[src/core/ces_pkg.sv]
/*
 * Constants, state and cause types of the CPU exception sequencer.
 * Assumes a 32-bit program counter and 8-bit condition and extended registers.
 */
package ces_pkg;
    // ----------------------------------------
    // Status register fields
    // ----------------------------------------
    localparam int CCR_I_BIT = 7;
    localparam int EXR_T_BIT = 7;
    localparam int EXR_MASK_LSB = 0;
    localparam int EXR_MASK_W = 3;
    localparam logic [2:0] MASK_ALL = 3'h7;
    // ----------------------------------------
    // Interrupt control modes
    // ----------------------------------------
    localparam logic [1:0] INT_MODE_0 = 2'h0;
    localparam logic [1:0] INT_MODE_2 = 2'h2;
    // ----------------------------------------
    // Vector table offsets, plain defaults
    // ----------------------------------------
    localparam logic [31:0] VEC_OFF_ADDR_ERR = 32'h0000000C;
    localparam logic [31:0] VEC_OFF_NMI = 32'h0000001C;
    localparam logic [31:0] VEC_OFF_TRAP0 = 32'h00000020;
    localparam logic [31:0] VEC_OFF_SLEEP = 32'h00000030;
    localparam logic [31:0] VEC_OFF_ILLEGAL = 32'h00000034;
    localparam logic [31:0] VEC_OFF_SLOT = 32'h00000038;
    localparam int VEC_ENTRY_SHIFT = 2;
    // ----------------------------------------
    // Types
    // ----------------------------------------
    typedef enum logic [2:0] {
        ST_IDLE = 3'h0,
        ST_PUSH_PC = 3'h1,
        ST_PUSH_SR = 3'h3,
        ST_FETCH = 3'h2,
        ST_JUMP = 3'h6
    } ces_state_t;
    typedef enum logic [2:0] {
        C_ADDR_ERR = 3'h0,
        C_NMI = 3'h1,
        C_IRQ = 3'h2,
        C_TRAP = 3'h3,
        C_SLEEP = 3'h4,
        C_ILLEGAL = 3'h5,
        C_SLOT = 3'h6
    } ces_cause_t;
endpackage : ces_pkg

[src/core/ces_vec_if.sv]
/*
 * Carrier between the sequencer and its vector address generator.
 * Assumes both ends sit in the same clock domain.
 */
`timescale 1ns/100ps
interface ces_vec_if;
    import ces_pkg::*;
    ces_cause_t cause;
    logic [1:0] trap_num;
    logic [15:0] irq_off;
    logic [31:0] vector_base_reg;
    logic [31:0] addr;
    modport seq (output cause, output trap_num, output irq_off, output vector_base_reg, input addr);
    modport gen (input cause, input trap_num, input irq_off, input vector_base_reg, output addr);
endinterface : ces_vec_if

[src/core/ces_vec_gen.sv]
/*
 * Vector table entry address generator.
 * Assumes the cause and operands stay stable while the address is used.
 */
`timescale 1ns/100ps
module ces_vec_gen (
    ces_vec_if.gen vif
);
    import ces_pkg::*;

    // ----------------------------------------
    // Offset lookup
    // ----------------------------------------
    function automatic logic [31:0] ces_vec_offset(input ces_cause_t c, input logic [1:0] n,
                                                   input logic [15:0] ioff);
        logic [31:0] o;
        o = VEC_OFF_ILLEGAL;
        case (c)
            C_ADDR_ERR: o = VEC_OFF_ADDR_ERR;
            C_NMI: o = VEC_OFF_NMI;
            C_IRQ: o = {16'h0000, ioff};
            C_TRAP: o = VEC_OFF_TRAP0 + ({30'h00000000, n} << VEC_ENTRY_SHIFT);
            C_SLEEP: o = VEC_OFF_SLEEP;
            C_SLOT: o = VEC_OFF_SLOT;
            default: o = VEC_OFF_ILLEGAL;
        endcase
        return o;
    endfunction : ces_vec_offset

    // Address error entry ignores the base so a corrupt base cannot recurse
    always_comb begin
        if (vif.cause == C_ADDR_ERR) begin
            vif.addr = ces_vec_offset(vif.cause, vif.trap_num, vif.irq_off); // RQ19
        end else begin
            vif.addr = vif.vector_base_reg + ces_vec_offset(vif.cause, vif.trap_num, vif.irq_off); // RQ19
        end
    end
endmodule : ces_vec_gen

[src/core/ces_sequencer.sv]
/*
 * CPU exception sequencer: address error, interrupt, trap, sleep and
 * illegal instruction entry. Stacks PC and status, updates the masks,
 * fetches the vector and halts the transfer engines on address error.
 * Assumes the pipeline, bus unit and interrupt controller share ref_clk_i,
 * hold their requests until taken, and acknowledge stack and vector cycles.
 */
// Functional notes
// (RQ1) Address error entry waits for the bus cycle end and instruction completion.
// (RQ2) Every entry stacks PC, CONDITION_CODE_REG, EXTENDED_STATUS_REG, updates masks, clears T in mode 2, fetches vector.
// (RQ3) New address errors are ignored while address error entry is running.
// (RQ4) Odd stack pointer during address error entry makes stacked values undefined.
// (RQ5) Address error sets the transfer controller error flag.
// (RQ6) Address error sets the error flag of DMA channel 0.
// (RQ7) Address error clears transfer enable of every DMA channel.
// (RQ8) Address error sets I; mode 2 also clears T and sets mask to 7.
// (RQ9) Interrupt sources: one NMI, twelve pins, peripherals via the controller.
// (RQ10) Two control modes; maskable sources carry one of eight levels.
// (RQ11) Each interrupt source supplies its own vector table offset.
// (RQ12) Trap always raises an exception; vector 0 to 3 from the code.
// (RQ13) Trap and illegal set I; mode 2 clears T, mask unchanged.
// (RQ14) Sleep traps when standby select is 0 and sleep exception enable is 1.
// (RQ15) Sleep exception waits until the CPU regains the bus.
// (RQ16) Sleep exception sets I; mode 2 also clears T and sets mask to 7.
// (RQ17) Undefined operation codes raise a general illegal instruction exception.
// (RQ18) Long or PC-changing delay slot instructions raise a slot illegal exception.
// (RQ19) Reset and address error vectors use the offset alone, others add base.
// (RQ20) Mode 0 gates with I; mode 2 with the level mask and source level.
// (RQ21) Status bits not listed as changed keep their prior value.
// (RQ22) Reset overrides everything and halts all processing.
`timescale 1ns/100ps
module ces_sequencer (
    input wire logic ref_clk_i,
    input wire logic resetn_i,
    input wire logic [31:0] pc_i,
    input wire logic [7:0] condition_code_reg_i,
    input wire logic [7:0] extended_status_reg_i,
    input wire logic [31:0] sp_i,
    input wire logic [31:0] vector_base_reg_i,
    input wire logic [1:0] int_mode_i,
    input wire logic standby_select_bit_i,
    input wire logic sleep_exception_enable_bit_i,
    input wire logic addr_err_i,
    input wire logic bus_cycle_done_i,
    input wire logic instr_done_i,
    input wire logic nmi_req_i,
    input wire logic irq_req_i,
    input wire logic [2:0] irq_level_i,
    input wire logic [15:0] irq_offset_i,
    input wire logic trap_exec_i,
    input wire logic [1:0] trap_num_i,
    input wire logic sleep_exec_i,
    input wire logic cpu_has_bus_i,
    input wire logic undef_op_i,
    input wire logic slot_violation_i,
    input wire logic push_ack_i,
    input wire logic vec_ack_i,
    input wire logic [31:0] vec_data_i,
    output logic busy_o,
    output logic irq_ack_o,
    output logic push_o,
    output logic [31:0] push_data_o,
    output logic stack_undef_o,
    output logic vec_rd_o,
    output logic [31:0] vec_addr_o,
    output logic pc_load_o,
    output logic [31:0] new_pc_o,
    output logic status_wr_o,
    output logic [7:0] condition_code_reg_o,
    output logic [7:0] extended_status_reg_o,
    output logic transfer_ctrl_err_set_o,
    output logic dma0_err_set_o,
    output logic dma_te_clr_all_o,
    output logic sleep_enter_o
);
    import ces_pkg::*;

    // ----------------------------------------
    // State
    // ----------------------------------------
    typedef struct packed {
        ces_state_t st;
        ces_cause_t cause;
        logic [1:0] trap_num;
        logic [15:0] irq_off;
        logic [2:0] irq_lvl;
        logic ae_pend;
        logic ae_bus_done;
        logic sl_pend;
        logic busy;
        logic irq_ack;
        logic push;
        logic [31:0] push_data;
        logic stack_undef;
        logic vec_rd;
        logic [31:0] vec_addr;
        logic pc_load;
        logic [31:0] new_pc;
        logic status_wr;
        logic [7:0] condition_code_reg;
        logic [7:0] extended_status_reg;
        logic dtc_err;
        logic dma0_err;
        logic te_clr;
        logic sleep_enter;
    } ces_regs_t;

    ces_regs_t r;
    ces_regs_t next_r;
    ces_vec_if vif ();
    logic irq_ok;
    logic ae_new;

    ces_vec_gen u_vec_gen (
        .vif(vif)
    );

    assign vif.cause = r.cause;
    assign vif.trap_num = r.trap_num;
    assign vif.irq_off = r.irq_off;
    assign vif.vector_base_reg = vector_base_reg_i;

    // ----------------------------------------
    // Decode helpers
    // ----------------------------------------
    // Reserved mode codes behave as mode 0
    function automatic logic ces_is_mode2(input logic [1:0] m);
        return m == INT_MODE_2;
    endfunction : ces_is_mode2

    // Blocked while address error entry runs, so stacking cannot recurse
    assign ae_new = addr_err_i && !(r.busy && r.cause == C_ADDR_ERR); // RQ3

    // ----------------------------------------
    // Interrupt gating
    // ----------------------------------------
    always_comb begin
        if (ces_is_mode2(int_mode_i)) begin
            irq_ok = irq_req_i && (irq_level_i >
                     extended_status_reg_i[EXR_MASK_LSB +: EXR_MASK_W]); // RQ20 RQ10
        end else begin
            irq_ok = irq_req_i && !condition_code_reg_i[CCR_I_BIT]; // RQ20
        end
    end

    // ----------------------------------------
    // Sequencer
    // ----------------------------------------
    always_comb begin
        next_r = r;
        next_r.irq_ack = 1'b0;
        next_r.pc_load = 1'b0;
        next_r.status_wr = 1'b0;
        next_r.dtc_err = 1'b0;
        next_r.dma0_err = 1'b0;
        next_r.te_clr = 1'b0;
        next_r.sleep_enter = 1'b0;
        // Error waits here until its bus cycle and instruction are done
        if (ae_new) begin
            next_r.ae_pend = 1'b1; // RQ3
        end
        if ((r.ae_pend || ae_new) && bus_cycle_done_i) begin
            next_r.ae_bus_done = 1'b1; // RQ1
        end
        case (r.st)
            ST_IDLE: begin
                if (r.ae_pend && r.ae_bus_done && instr_done_i) begin
                    next_r.cause = C_ADDR_ERR; // RQ1
                    // A fresh error in the take cycle stays pending: set wins
                    next_r.ae_pend = ae_new; // RQ3
                    next_r.ae_bus_done = ae_new && bus_cycle_done_i; // RQ1
                    next_r.dtc_err = 1'b1; // RQ5
                    next_r.dma0_err = 1'b1; // RQ6
                    next_r.te_clr = 1'b1; // RQ7
                    next_r.st = ST_PUSH_PC;
                end else if (r.sl_pend) begin
                    // Taken only once the other master has left the bus
                    if (cpu_has_bus_i) begin
                        next_r.sl_pend = 1'b0;
                        next_r.cause = C_SLEEP; // RQ15
                        next_r.st = ST_PUSH_PC;
                    end
                end else if (nmi_req_i) begin
                    next_r.cause = C_NMI; // RQ9
                    next_r.irq_ack = 1'b1;
                    next_r.irq_lvl = MASK_ALL;
                    next_r.st = ST_PUSH_PC;
                end else if (irq_ok) begin
                    next_r.cause = C_IRQ; // RQ9
                    next_r.irq_off = irq_offset_i; // RQ11
                    // Level kept here so a later change cannot alter the new mask
                    next_r.irq_lvl = irq_level_i;
                    next_r.irq_ack = 1'b1;
                    next_r.st = ST_PUSH_PC;
                end else if (trap_exec_i) begin
                    next_r.cause = C_TRAP; // RQ12
                    next_r.trap_num = trap_num_i; // RQ12
                    next_r.st = ST_PUSH_PC;
                end else if (undef_op_i) begin
                    next_r.cause = C_ILLEGAL; // RQ17
                    next_r.st = ST_PUSH_PC;
                end else if (slot_violation_i) begin
                    next_r.cause = C_SLOT; // RQ18
                    next_r.st = ST_PUSH_PC;
                end else if (sleep_exec_i) begin
                    if (!standby_select_bit_i && sleep_exception_enable_bit_i) begin
                        if (cpu_has_bus_i) begin
                            next_r.cause = C_SLEEP; // RQ14
                            next_r.st = ST_PUSH_PC;
                        end else begin
                            next_r.sl_pend = 1'b1; // RQ15
                        end
                    end else begin
                        next_r.sleep_enter = 1'b1; // RQ14
                    end
                end
                if (next_r.st == ST_PUSH_PC) begin
                    next_r.busy = 1'b1;
                    next_r.push = 1'b1; // RQ2
                    next_r.push_data = pc_i; // RQ2
                    // Odd stack pointer: stacked words carry no defined meaning
                    next_r.stack_undef = (next_r.cause == C_ADDR_ERR) && sp_i[0]; // RQ4
                end
            end
            ST_PUSH_PC: begin
                // Status word uses the live registers at the first ack
                if (push_ack_i) begin
                    next_r.push_data = {16'h0000, extended_status_reg_i,
                                        condition_code_reg_i}; // RQ2
                    next_r.st = ST_PUSH_SR;
                end
            end
            ST_PUSH_SR: begin
                if (push_ack_i) begin
                    next_r.push = 1'b0;
                    next_r.stack_undef = 1'b0;
                    next_r.vec_rd = 1'b1; // RQ2
                    // Base read late, so a base change during stacking still counts
                    next_r.vec_addr = vif.addr; // RQ19
                    next_r.st = ST_FETCH;
                end
            end
            ST_FETCH: begin
                // No timeout: the bus unit must answer every vector read
                if (vec_ack_i) begin
                    next_r.vec_rd = 1'b0;
                    next_r.new_pc = vec_data_i; // RQ2
                    next_r.st = ST_JUMP;
                end
            end
            ST_JUMP: begin
                // Untouched bits keep their value
                next_r.condition_code_reg = condition_code_reg_i; // RQ21
                next_r.extended_status_reg = extended_status_reg_i; // RQ21
                next_r.condition_code_reg[CCR_I_BIT] = 1'b1; // RQ8 RQ13 RQ16
                if (ces_is_mode2(int_mode_i)) begin
                    next_r.extended_status_reg[EXR_T_BIT] = 1'b0; // RQ2 RQ8 RQ13 RQ16
                    if (r.cause == C_ADDR_ERR || r.cause == C_SLEEP) begin
                        next_r.extended_status_reg[EXR_MASK_LSB +: EXR_MASK_W] = MASK_ALL; // RQ8 RQ16
                    end else if (r.cause == C_IRQ || r.cause == C_NMI) begin
                        next_r.extended_status_reg[EXR_MASK_LSB +: EXR_MASK_W] = r.irq_lvl;
                    end
                end
                next_r.status_wr = 1'b1; // RQ2
                next_r.pc_load = 1'b1; // RQ2
                next_r.busy = 1'b0;
                next_r.st = ST_IDLE;
            end
            default: begin
                next_r.st = ST_IDLE;
            end
        endcase
    end

    // Reset wins over every pending exception
    always_ff @(posedge ref_clk_i or negedge resetn_i) begin
        if (!resetn_i) begin
            r <= '0; // RQ22
        end else begin
            r <= next_r;
        end
    end

    // ----------------------------------------
    // Outputs
    // ----------------------------------------
    // Every output is a flop of the state struct
    assign busy_o = r.busy;
    assign irq_ack_o = r.irq_ack;
    assign push_o = r.push;
    assign push_data_o = r.push_data;
    assign stack_undef_o = r.stack_undef;
    assign vec_rd_o = r.vec_rd;
    assign vec_addr_o = r.vec_addr;
    assign pc_load_o = r.pc_load;
    assign new_pc_o = r.new_pc;
    assign status_wr_o = r.status_wr;
    assign condition_code_reg_o = r.condition_code_reg;
    assign extended_status_reg_o = r.extended_status_reg;
    assign transfer_ctrl_err_set_o = r.dtc_err;
    assign dma0_err_set_o = r.dma0_err;
    assign dma_te_clr_all_o = r.te_clr;
    assign sleep_enter_o = r.sleep_enter;
endmodule : ces_sequencer

[config.mk]
export PLATFORM = sky130hd
export DESIGN_NAME = ces_sequencer
export DESIGN_NICKNAME = d
export VERILOG_FILES = /design/src/core/ces_pkg.sv /design/src/core/ces_vec_if.sv /design/src/core/ces_vec_gen.sv /design/src/core/ces_sequencer.sv
export SDC_FILE = /design/constraint.sdc
export NUM_CORES = 1
export LEC_CHECK = 0
export BUFFER_PORTS_ARGS = -buffer_cell sky130_fd_sc_hd__buf_4
export CORE_MARGIN = 2
export CORE_UTILIZATION = 40
export DETAILED_ROUTE_END_ITERATION = 10
export HOLD_SLACK_MARGIN = 0.03
export PLACE_DENSITY = 0.67
export SYNTH_ARGS = -nofsm -noshare
export SYNTH_HDL_FRONTEND = slang
export SYNTH_SLANG_ARGS = --single-unit
[constraint.sdc]
create_clock -name ref_clk_i -period 3.1 [get_ports ref_clk_i]
set_input_delay 0.465 -clock ref_clk_i [delete_from_list [all_inputs] [get_ports ref_clk_i]]
set_output_delay 0.465 -clock ref_clk_i [all_outputs]
set_load 0.01 [all_outputs]
* After elaboration in Yosys (flattened, before gate mapping)
Index checks and enable logic that the tools add are counted.
** Cells by class
- Add/sub/neg operators :: 2
- Magnitude comparators :: 1
- Equal/unequal tests :: 15
- Mux-type cells :: 68
- Bitwise gates (word level) :: 4
- Reductions and logical operators :: 35
** Operators by type and width (number)
- $mux W32 :: 3
- $pmux W16 S5 :: 1
- $mux W34 :: 2
- $mux W6 :: 11
- $pmux W32 S2 :: 1
- $add A32 B32 Y32 :: 1
- $mux W1 :: 32
- $mux W3 :: 9
- $mux W19 :: 1
- $mux W17 :: 1
- $eq A3 B2 Y1 const B :: 4
- $pmux W3 S4 :: 1
- $reduce_and A3 Y1 :: 4
- $logic_and A1 B1 Y1 :: 10
- $reduce_bool A2 Y1 :: 5
- $eq A3 B1 Y1 const B :: 3
- $eq A3 B3 Y1 const B :: 3
- $logic_not A3 Y1 :: 3
- $ne A2 B2 Y1 const B :: 4
- $pmux W1 S2 :: 4
- $reduce_and A2 Y1 :: 4
- $add A6 B4 Y7 const A :: 1
- $reduce_and A6 Y1 :: 1
- $reduce_and A5 Y1 :: 1
- 8 further kinds :: 15
** Word-level totals
- Bits in registers :: 153
- Bits of input ports :: 183
- Output and inout bits :: 123
- Logic and storage cells :: 149

* Logic depth before layout (Yosys ltp)
Gate-level depths: netlist (run 1).
- Depth after elaboration :: 16
- Depth in mapped cells :: 13

* Cells and area by module
A second synthesis (run 1) with hierarchy kept.
** Unflattened totals
- Cells, all modules :: 826
- Area total of the unflattened synthesis :: 8585.7 um^2
** Modules (own cells, without submodules)
- ces_sequencer :: instances 1, cells each 560, area an instance 6869.1 um^2
- ces_vec_gen :: instances 1, cells each 266, area an instance 1716.6 um^2

* Worst setup path after synthesis (run 1)
No wires, ideal clock.
- Path kind :: register to register
- From :: reg r (netlist bit vif.cause[1])
- To :: reg r (netlist bit vec_addr_o[18])
- Setup time :: 122 ps
- Arrival time :: 2786 ps
- Data required time :: 2978 ps
- Path slack :: 193 ps
- Cell stages (with the launch flop) :: 14
- Path buffers :: 3
- Period minus slack after synthesis :: 2907 ps
- Path through :: dfrtp_1 clkbuf_1 nand2b_1 nor2_1 clkbuf_1 and2_1 ha_1 buf_2 and4_1 and3_1 a32oi_1 o221ai_2 a31o_1 a32o_1
** On the way
- Longest elaborated chain between the ends :: 5
- Elaborated cells between the ends (all ways) :: 10
- Those cells by class :: 1 x add/sub; 5 x eq/ne; 3 x mux; 1 x reduce/logical
** Ends and longest elaborated chain
- start, declared :: line ces_sequencer.sv:108 : ces_regs_t r;
- start signal, assigned :: line ces_sequencer.sv:280 : r <= next_r;
- $eq A3 B3 Y1 (tied with other cells) :: line ces_vec_gen.sv:18 : case (c)
- $pmux W16 S5 :: line ces_vec_gen.sv:18
- $mux W32 :: line ces_vec_gen.sv:32 : if (vif.cause == C_ADDR_ERR) begin
- $add A32 B32 Y32 :: line ces_vec_gen.sv:35 : vif.addr = vif.vector_base_reg + ces_vec_offset(vif.cause, vif.trap_num, vif.irq_off);
- $mux W32 (*) :: line ces_vec_gen.sv:32
Every way passes the cells marked *; elsewhere a longest branch is shown, timed or not. The select of a mux whose other input is x is not followed.
A chain may end at the register's enable or synchronous reset.

* Worst setup path in the final report (run 1)
- From :: reg r (netlist bit vif.cause[2])
- To :: reg r (netlist bit vec_addr_o[29])
Same word-level chain as after synthesis.

==> results of run 1 <==
[per-stage QoR]
stage               total power, W  hold slack [ns]
finish                     0.00984            0.232
global route                0.0105            0.221
CTS                        0.00997            0.213
detailed placement         0.00791            0.457
global placement           0.00781            0.453
floorplan                  0.00673            0.169
[how the worst max path moves through the flow]
stage	to	cells past startpoint	slack [ns]	startpoint
2_1_floorplan	vec_addr_o[18]	13	0.19	vif.cause[1]
3_3_place_gp	vec_addr_o[18]	12	0.12	vif.cause[1]
3_5_place_dp	vec_addr_o[18]	12	0.08	vif.cause[1]
4_1_cts	vec_addr_o[18]	12	0.05	vif.cause[1]
5_1_grt	vec_addr_o[12]	12	0.02	vif.cause[2]
6_report	vec_addr_o[29]	12	0.17	vif.cause[2]
[cell usage in the layout, fill, tap and decap left out, types with 3 or more instances in the layout]
cell type,count
xnor2_1,6
nand3b_1,3
nor2b_1,5
a32oi_1,7
or3_1,3
clkbuf_16,17
o21bai_1,3
and2_1,18
nand2b_1,6
buf_12,3
ha_1,19
mux2i_1,8
nor3_1,13
a22o_1,22
a31oi_1,4
a21oi_1,27
mux2_1,13
a32o_1,5
o211ai_1,6
nor4_1,4
nand2_2,3
and4_1,5
clkinvlp_4,3
mux2_2,71
nand3_1,16
nor2_1,24
nand2_1,88
inv_1,16
o31ai_1,3
and3_1,7
buf_4,296
a21o_1,7
a22oi_1,3
o21ai_0,24
dfrtp_1,150
xor2_1,8
inv_6,6
[timing repair]
| item | 4_1_cts | 5_1_grt |
|---|---|---|
| endpoints found under the setup margin | 0 | 6 |
| hold buffers | 1 | 0 |
| endpoints found under the hold margin | 10 | 0 |
| gates resized for setup | 0 | 2 |
[metal layers]
metal	global-route usage	up-vias
met5	0	-
met4	0.0595	0
met3	0.0515	23
met2	0.301	204
met1	0.244	3042
li1	-	3018
[area by class of cell]
type / count / share of cell area
Antenna cell: 1 / 0.000238
Timing Repair Buffer: 301 / 0.219
Sequential cell: 150 / 0.356
Tap cell: 270 / 0.0321
Clock buffer: 18 / 0.0407
Multi-Input combinational cell: 473 / 0.333
Inverter: 17 / 0.00606
Clock inverter: 14 / 0.0132
[worst max-delay path, stage by stage (launching register included)]
cell	delay (ns)
dfrtp_1	0.37
nand2b_1	0.16
buf_4	0.14
o21ai_0	0.14
o31ai_1	0.10
ha_1	0.38
o211ai_1	0.12
o21ai_1	0.27
a221oi_2	0.11
buf_4	0.18
o21ai_4	0.31
or4b_1	0.47
o211ai_1	0.09
[flip-flops by register name (all words and copies together) (netlist names), 3 cells and up]
name / cells
condition_code_reg_o: 8
extended_status_reg_o: 8
new_pc_o: 32
push_data_o: 32
r: 9
vec_addr_o: 32
vif.cause: 3
vif.irq_off: 16
[synth_stat cells, drive strengths merged (7+ instances only)]
library cell    n  area, um^2
dfrtp         150        3750
buf           132         952
nand2          91         349
mux2           85         961
a21oi          29         149
o21ai          27         146
nor2           25        93.8
a22o           22         193
ha             19         238
and2           18         113
inv            17        63.8
nand3          17        97.6
clkbuf         16        61.3
nor3           15        91.3
a32oi           8        70.1
mux2i           8        80.1
xor2            8        70.1
a21o            7        52.6
and3            7        43.8
[cells by family (layout without fill, tap and decap cells)]
| kind of cell | Yosys count | count (layout) |
|---|---|---|
| other | 0 | 1 |
| adders and majority gates | 20 | 20 |
| AOI/OAI and AO/OA | 137 | 137 |
| and+or+nand+nor | 209 | 209 |
| DFF | 150 | 150 |
| buffers and inverters | 165 | 350 |
| muxes | 93 | 93 |
| xor gates and xnor gates | 14 | 14 |
[power by group through the flow]
stage | Clock, W | Combinational, W | Sequential (W)
final | 0.00202 | 0.00443 | 0.00339
after global routing | 0.00216 | 0.00482 | 0.00351
after CTS | 0.00208 | 0.00449 | 0.00340
after detailed placement | 0 | 0.00448 | 0.00343
after global placement | 0 | 0.00440 | 0.00341
after floorplan | 0 | 0.00348 | 0.00325
==> impl_metrics.csv, run 1 <==
group,metric,value,unit
status,status,"finished, final reports clean",
synth,syn_inst,788,
clock_tree,cts_tree,"done",
global_routing,grt_overflow,0,
drt,viasPerCell,5.05,
clock_tree,insertion_delay,0.43,ns
critical_path,r2r_setup_slack,0.17,ns
synth,synthSimpleGateAreaFrac,0.127,
timing,period_share,0.944,
place,hpwl,15800,um
critical_path,path_class,"reg2reg",
clock_tree,clockBufferDepth,2,
synth,synth_top_family_by_area,"buffers and inverters",
clock_tree,cts_max_level,4,
synth,synth_fp_nets,991,
place,dpl-instance-area,9940,um^2
timing,fin_ws,0.174,ns
final_layout,seqCellArea,3750,um^2
drt,firstDrtPassIters,4,
critical_path,critPathArrivalTime,3.26,ns
place,place_inst,1210,
drt,dr_wl_met2,9750,um
final_layout,finalInstanceArea,10500,um^2
power_and_ir_drop,p_sw,0.00351,W
final_layout,stdcell_count,1244,
global_routing,grt_use_total,0.186,
final_layout,fin_util,0.519,
critical_path,r2r_end,"vec_addr_o[29]",
synth,muxShareOfSynthArea,0.126,
timing,finalSetupViolations,0,
final_layout,multi_input_area,3500,um^2
drt,ant_nets,0,
clock_tree,cts_buffers,17,
synth,ys_ff_latch,150,
timing,period_minus_slack,2.93,ns
timing,fin_skew,0.00860,ns
synth,synth_edf_count,0,
final_layout,drive_above_1_share,0.435,
critical_path,r2r_start,"vif.cause[2]",
power_and_ir_drop,comb_power_share,0.450,
drt,top_layer_used,"met4",
die,num_rows,52,
power_and_ir_drop,p_seq_frac,0.345,
power_and_ir_drop,clkPwrFrac,0.206,
place,numPortBuffers,274,
die,die_x,148,um
global_routing,antenna_found_initial,1,
clock_tree,cts_root_buffer,"clkbuf_16",
place,place_congestion,0.862,
final_layout,final_nets,1163,
drt,dr.first_iter.drc_count,249,
global_routing,grt_pass1_wl,32100,um
synth,seq_area_frac_synth,0.453,
critical_path,reg2reg_depth,12,
die,die_h,148,um
timing,worst_pin_slew,0.813,ns
timing,maxSlewViolCount,0,
drt,drt-wirelength-per-cell,16.6,um
global_routing,first_global_vias,6088,
drt,routed_wl,20600,um
synth,synth_area,8290,um^2
power_and_ir_drop,p_per_area,934,nW/um^2
power_and_ir_drop,ir_drop,0.000438,V
timing,fmax,342,MHz
power_and_ir_drop,p_sw_frac,0.357,
synth,yosys.area_share.adder,0.0311,
die,core_area,20300,um^2
worst_hold_path,hp-start,"condition_code_reg_i[4]",
critical_path,crit_required,3.44,ns
synth,synth-compound-area-share,0.119,
critical_path,start_kind,"flop",
clock_tree,cts.sinks,150,
place,post-place-ws,0.0759,ns
power_and_ir_drop,cellLeakagePower,5.06,nW
timing,finalHoldViolCount,0,
final_layout,fillers,1846,
synth,synth.distinct_cells,71,
final_layout,syn2layout_area_growth,27.1,%
timing,max_slew_margin,0.457,
worst_hold_path,hold_path_class,"in2reg",
clock_tree,post_cts_buffers,0,
job,max_cap_viol_count,0,
timing,setup_tns,0,ns
timing,rsz0062_at_grt,"false",
drt,wl_met1,9110,um
clock_tree,clk_pin_slew,0.07,ns
die,pin_count,306,
synth,synthArstFlopShare,1.00,
synth,avgSynthCellArea,10.5,um^2
synth,synthFlopType,"dfrtp_1",
drt,route.met3.wl,1400,um
global_routing,grt_max_degree,58,
die,start_util,0.408,
drt,drcViolationCount,0,
worst_hold_path,holdPathStages,3,
synth,yosys.area_share.xor_xnor,0.0148,
critical_path,crit_path_end_kind,"flop",
synth,ys_warn_count,0,
die,die_area,21900,um^2
worst_hold_path,hold_end,"condition_code_reg_o[4]",
power_and_ir_drop,p_int,0.00633,W
drt,vias,6287,
critical_path,cp_max_fo,9,
Note: power is estimated with default switching activity, not from simulation.
==> run 2: changes to the inputs <==
--- a/config.mk
+++ b/config.mk
@@ -11,6 +11,7 @@
 export DETAILED_ROUTE_END_ITERATION = 10
 export HOLD_SLACK_MARGIN = 0.03
 export PLACE_DENSITY = 0.67
+export RECOVER_POWER = 100
 export SYNTH_ARGS = -nofsm -noshare
 export SYNTH_HDL_FRONTEND = slang
 export SYNTH_SLANG_ARGS = --single-unit
==> impl_metrics.csv, run 2 (synthesis gave the netlist of run 1 again) <==
group,metric,value,unit
clock_tree,cts_max_level,4,
power_and_ir_drop,p_per_area,921,nW/um^2
die,pin_count,306,
critical_path,path_cells,"nand2b_1 > clkbuf_4 > o21ai_0 > o31ai_1 > ha_1 > o211ai_1 > o21ai_1 > a221oi_2 > buf_4 > o21ai_4 > or4b_1 > o211ai_1",
status,status,"finished, final reports clean",
final_layout,drive_above_1_share,0.299,
critical_path,path_class,"reg2reg",
global_routing,grt_max_degree,58,
timing,finalSetupViolations,0,
global_routing,antenna_found_initial,1,
timing,fin_ws,0.180,ns
critical_path,cpMaxStageDelayCell,"or4b_1",
die,num_rows,52,
drt,ant_nets,0,
place,post-place-ws,0.0759,ns
worst_hold_path,hold_path_class,"in2reg",
clock_tree,insertion_delay,0.42,ns
final_layout,syn2layout_area_growth,20.4,%
timing,finalHoldViolCount,0,
clock_tree,cts.sinks,150,
timing,period_share,0.942,
clock_tree,cts_buffers,17,
critical_path,crit_required,3.44,ns
place,place_congestion,0.862,
critical_path,r2r_setup_slack,0.18,ns
worst_hold_path,holdPathStages,3,
die,die_area,21900,um^2
worst_hold_path,hold_end,"condition_code_reg_o[4]",
global_routing,grt_use_total,0.186,
drt,drt-wirelength-per-cell,16.6,um
drt,vias,6266,
clock_tree,post_cts_buffers,0,
die,core_area,20300,um^2
critical_path,reg2reg_depth,12,
drt,firstDrtPassIters,6,
timing,max_slew_margin,0.0289,
drt,dr.first_iter.drc_count,298,
critical_path,cp_max_fo,9,
place,hpwl,15800,um
critical_path,r2r_start,"vif.cause[2]",
global_routing,grt_pass1_wl,32100,um
timing,fmax,342,MHz
drt,routed_wl,20700,um
clock_tree,cts_root_buffer,"clkbuf_16",
drt,viasPerCell,5.04,
timing,rsz0062_at_grt,"false",
critical_path,crit_path_end_kind,"flop",
final_layout,final_nets,1163,
timing,fin_skew,0.00791,ns
timing,setup_tns,0,ns
critical_path,r2r_end,"vec_addr_o[29]",
job,max_cap_viol_count,0,
timing,period_minus_slack,2.92,ns
timing,maxSlewViolCount,0,
place,numPortBuffers,274,
die,start_util,0.408,
timing,worst_pin_slew,1.46,ns
global_routing,grt_overflow,0,
critical_path,cp_common_cell,"o211ai_1",
drt,drcViolationCount,0,
critical_path,max_stage_delay,0.47,ns
clock_tree,cts_tree,"done",
critical_path,start_kind,"flop",
final_layout,fillers,2001,
worst_hold_path,hp-start,"condition_code_reg_i[4]",
final_layout,final_common_cell,"buf_4",
clock_tree,clk_pin_slew,0.07,ns
power_and_ir_drop,ir_drop,0.000436,V
critical_path,critPathArrivalTime,3.26,ns
global_routing,first_global_vias,6088,
die,die_x,148,um
clock_tree,clockBufferDepth,2,
die,die_h,148,um
final_layout,most-common-layout-cells,"164 x buf_4, 150 x dfrtp_1, 127 x clkbuf_1, 89 x nand2_1, 71 x mux2_2",
power_and_ir_drop,cellLeakagePower,4.55,nW
run 2: worst max-delay path by stage:
stage,from,end,slack (ns),depth (start not counted)
finish,vif.cause[2],vec_addr_o[29],0.18,12
global route,vif.cause[2],vec_addr_o[12],0.02,12
CTS,vif.cause[1],vec_addr_o[18],0.05,12
detailed placement,vif.cause[1],vec_addr_o[18],0.08,12
global placement,vif.cause[1],vec_addr_o[18],0.12,12
floorplan,vif.cause[1],vec_addr_o[18],0.19,13
run 2: timing repair:
| item | 4_1_cts | 5_1_grt |
|---|---|---|
| resized for setup | 0 | 2 |
| hold buffers | 1 | 0 |
| setup endpoints to repair | 0 | 6 |
| hold endpoints to repair | 10 | 0 |
run 2: layout make-up:
cell class / instances / area, um^2 / share of cell area
repair buffers: 301 / 1780 / 0.179
flip-flops and latches: 150 / 3750 / 0.376
inverters: 17 / 63.8 / 0.00640
well taps: 270 / 338 / 0.0339
multi-input cells: 473 / 3460 / 0.347
clock inverters: 14 / 139 / 0.0139
diodes: 1 / 2.50 / 0.000251
clock buffers: 18 / 429 / 0.0430
run 2: through the flow:
step	util	instance area, um^2	hold slack, ns	std cells	power, W
final	0.491	9970	0.233	1244	0.00919
after CTS	0.518	10500	0.213	1243	0.00997
after detailed placement	0.490	9940	0.457	1210	0.00791
after global routing	0.491	9970	0.221	1243	0.00982
after floorplan	-	8290	0.169	788	0.00673
after global placement	0.490	9940	0.453	1210	0.00781
run 2: report_power, final:
group / switching, W / total (W) / internal [W]
registers: 0.000486 / 0.00336 / 0.00288
logic: 0.00210 / 0.00381 / 0.00170
clock network: 0.000894 / 0.00202 / 0.00113
total: 0.00348 / 0.00919 / 0.00571
run 2: per-layer routing:
metal,part of all wire,track usage,vias up
li1,-,-,3017
met1,0.44,0.244,3020
met2,0.47,0.301,205
met3,0.069,0.0515,24
met4,0.018,0.0595,0
met5,0,0,-
run 2: critical path, delay by kind of cell, from the launching register on:
kind	cells	cell delay [ns]
AOI/OAI and AO/OA	7	1.14
and+or+nand+nor	2	0.62
adders and majority gates	1	0.38
DFF	1	0.37
buffers and inverters	2	0.32
==> run 3: changes to the inputs <==
--- a/config.mk
+++ b/config.mk
@@ -5,13 +5,14 @@
 export SDC_FILE = /design/constraint.sdc
 export NUM_CORES = 1
 export LEC_CHECK = 0
-export BUFFER_PORTS_ARGS = -buffer_cell sky130_fd_sc_hd__buf_4
 export CORE_MARGIN = 2
 export CORE_UTILIZATION = 40
 export DETAILED_ROUTE_END_ITERATION = 10
+export DONT_BUFFER_PORTS = 1
 export HOLD_SLACK_MARGIN = 0.03
-export PLACE_DENSITY = 0.67
+export PLACE_DENSITY = 0.53
 export RECOVER_POWER = 100
+export SKIP_CTS_REPAIR_TIMING = 1
 export SYNTH_ARGS = -nofsm -noshare
 export SYNTH_HDL_FRONTEND = slang
 export SYNTH_SLANG_ARGS = --single-unit
==> impl_metrics.csv, run 3 (synthesis gave the netlist of run 1 again) <==
group,metric,value,unit
drt,firstDrtPassIters,5,
status,status,"complete, but fails checks",
clock_tree,cts_root_buffer,"clkbuf_16",
timing,period_share,0.952,
power_and_ir_drop,comb_power_share,0.302,
timing,max_slew_margin,-0.136,
power_and_ir_drop,p_int,0.00547,W
clock_tree,cts.sinks,150,
place,numPortBuffers,0,
final_layout,final_nets,893,
power_and_ir_drop,p_sw_frac,0.366,
global_routing,top_usage_layer,"met2",
timing,period_minus_slack,2.95,ns
status,violations,"hold timing, capacitance limit, slew limit",
drt,routed_wl,19500,um
timing,worst_pin_slew,1.70,ns
power_and_ir_drop,cellLeakagePower,3.72,nW
timing,setup_tns,0,ns
timing,finalSetupViolations,0,
critical_path,path_class,"reg2reg",
timing,holdWs,-0.258,ns
power_and_ir_drop,p_seq_frac,0.452,
drt,ant_nets,0,
die,die_h,148,um
critical_path,crit_path_end_kind,"flop",
clock_tree,clk_pin_slew,0.06,ns
drt,drcViolationCount,0,
final_layout,syn2layout_area_growth,1.74,%
final_layout,drive_above_1_share,0.200,
critical_path,critPathArrivalTime,3.30,ns
die,pin_count,306,
die,start_util,0.408,
die,core_area,20300,um^2
place,hpwl,14400,um
drt,viasPerCell,5.38,
timing,rsz0062_at_grt,"false",
drt,dr.first_iter.drc_count,284,
timing,finalHoldViolCount,150,
die,num_rows,52,
global_routing,grt_overflow,0,
global_routing,met2_usage,0.291,
final_layout,most-common-layout-cells,"150 x dfrtp_1, 89 x nand2_1, 71 x mux2_2, 27 x a21oi_1",
critical_path,start_kind,"flop",
power_and_ir_drop,ir_drop,0.000369,V
drt,drt-wirelength-per-cell,20.0,um
power_and_ir_drop,clkPwrFrac,0.246,
place,place_congestion,0.860,
timing,fin_skew,0.00808,ns
global_routing,grt.met3_usage,0.0852,
power_and_ir_drop,p_per_area,1020,nW/um^2
timing,fmax,339,MHz
final_layout,final_common_cell,"dfrtp_1",
worst_hold_path,hold_path_class,"in2async",
clock_tree,cts_tree,"done",
global_routing,grt_max_degree,151,
clock_tree,clockBufferDepth,2,
global_routing,first_global_vias,5416,
job,max_cap_viol_count,1,
final_layout,fin_util,0.415,
global_routing,grt_pass1_wl,29800,um
drt,vias,5239,
critical_path,cp_max_fo,12,
die,die_x,148,um
clock_tree,cts_buffers,17,
global_routing,antenna_found_initial,6,
power_and_ir_drop,p_sw,0.00316,W
critical_path,crit_required,3.45,ns
global_routing,gr-usage-met1,0.206,
timing,maxSlewViolCount,35,
clock_tree,cts_max_level,4,
clock_tree,insertion_delay,0.41,ns
die,die_area,21900,um^2
global_routing,grt_use_total,0.175,
-- run 3: cell types whose count changed in the layout (fill, tap and decap cells not counted), moves of 2 or more --
cell	delta
inv_6	-3
buf_4	-145
diode_2	+2
clkbuf_2	-3
bufinv_16	+2
clkbuf_1	-121
-- run 3: critical path, stage by stage (launching register included) --
cell	delay (ns)
dfrtp_1	0.37
nand2b_1	0.18
nor2_1	0.12
buf_4	0.17
and2_0	0.19
ha_1	0.27
a211oi_1	0.31
o21ai_1	0.20
a221oi_2	0.30
buf_4	0.19
o21ai_2	0.10
buf_12	0.15
mux2_4	0.28
nand2_1	0.05
-- run 3: power groups by stage --
stage | logic (W) | registers [W] | clock network, W
after floorplan | 0.00348 | 0.00325 | 0
after global placement | 0.00256 | 0.00395 | 0
after detailed placement | 0.00267 | 0.00395 | 0
after CTS | 0.00267 | 0.00394 | 0.00217
after global routing | 0.00292 | 0.00402 | 0.00229
final | 0.00261 | 0.00390 | 0.00212
-- run 3: cell type report --
type | instances | area, um^2
tap | 270 | 338
fill | 1947 | 11900
multi-input combinational | 473 | 3460
clock inverter | 13 | 173
sequential | 150 | 3750
inverter | 17 | 63.8
timing repair buffer | 31 | 213
clock buffer | 17 | 425
antenna | 3 | 7.51
-- run 3: metal layers --
layer  vias to the layer above  part of all wire
li1                       2467                 -
met1                      2537              0.40
met4                         6            0.0098
met3                        17              0.10
met5                         -            0.0016
met2                       212              0.49
-- run 3: path summary, 6_finish.rpt --
kind                                 startpoint  slack, ns  depth (start not counted)         endpoint
worst max-delay path               vif.cause[2]       0.15                         13   vec_addr_o[17]
worst min-delay path                   resetn_i      -0.26                          0   vec_addr_o[28]
worst max register to register     vif.cause[2]       0.15                         13   vec_addr_o[17]
worst min register to register  vif.irq_off[10]       0.50                          1  vif.irq_off[10]
max in group asynchronous              resetn_i       2.93                          0    vec_addr_o[4]
min in group ref_clk_i            cpu_has_bus_i       0.13                          1           r[123]
-- run 3: per-stage QoR --
| step | hold slack (ns) | total power [W] | area (um^2) | instances | worst slack, ns |
|---|---|---|---|---|---|
| detailed placement | 0.174 | 0.00662 | 7890 | 941 | 0.0691 |
| CTS | -0.280 | 0.00878 | 8490 | 971 | 0.0582 |
| global placement | 0.174 | 0.00651 | 7890 | 941 | 0.128 |
| global route | -0.292 | 0.00923 | 8430 | 972 | 0.00726 |
| floorplan | 0.169 | 0.00673 | 8290 | 788 | 0.193 |
| finish | -0.258 | 0.00863 | 8430 | 974 | 0.148 |
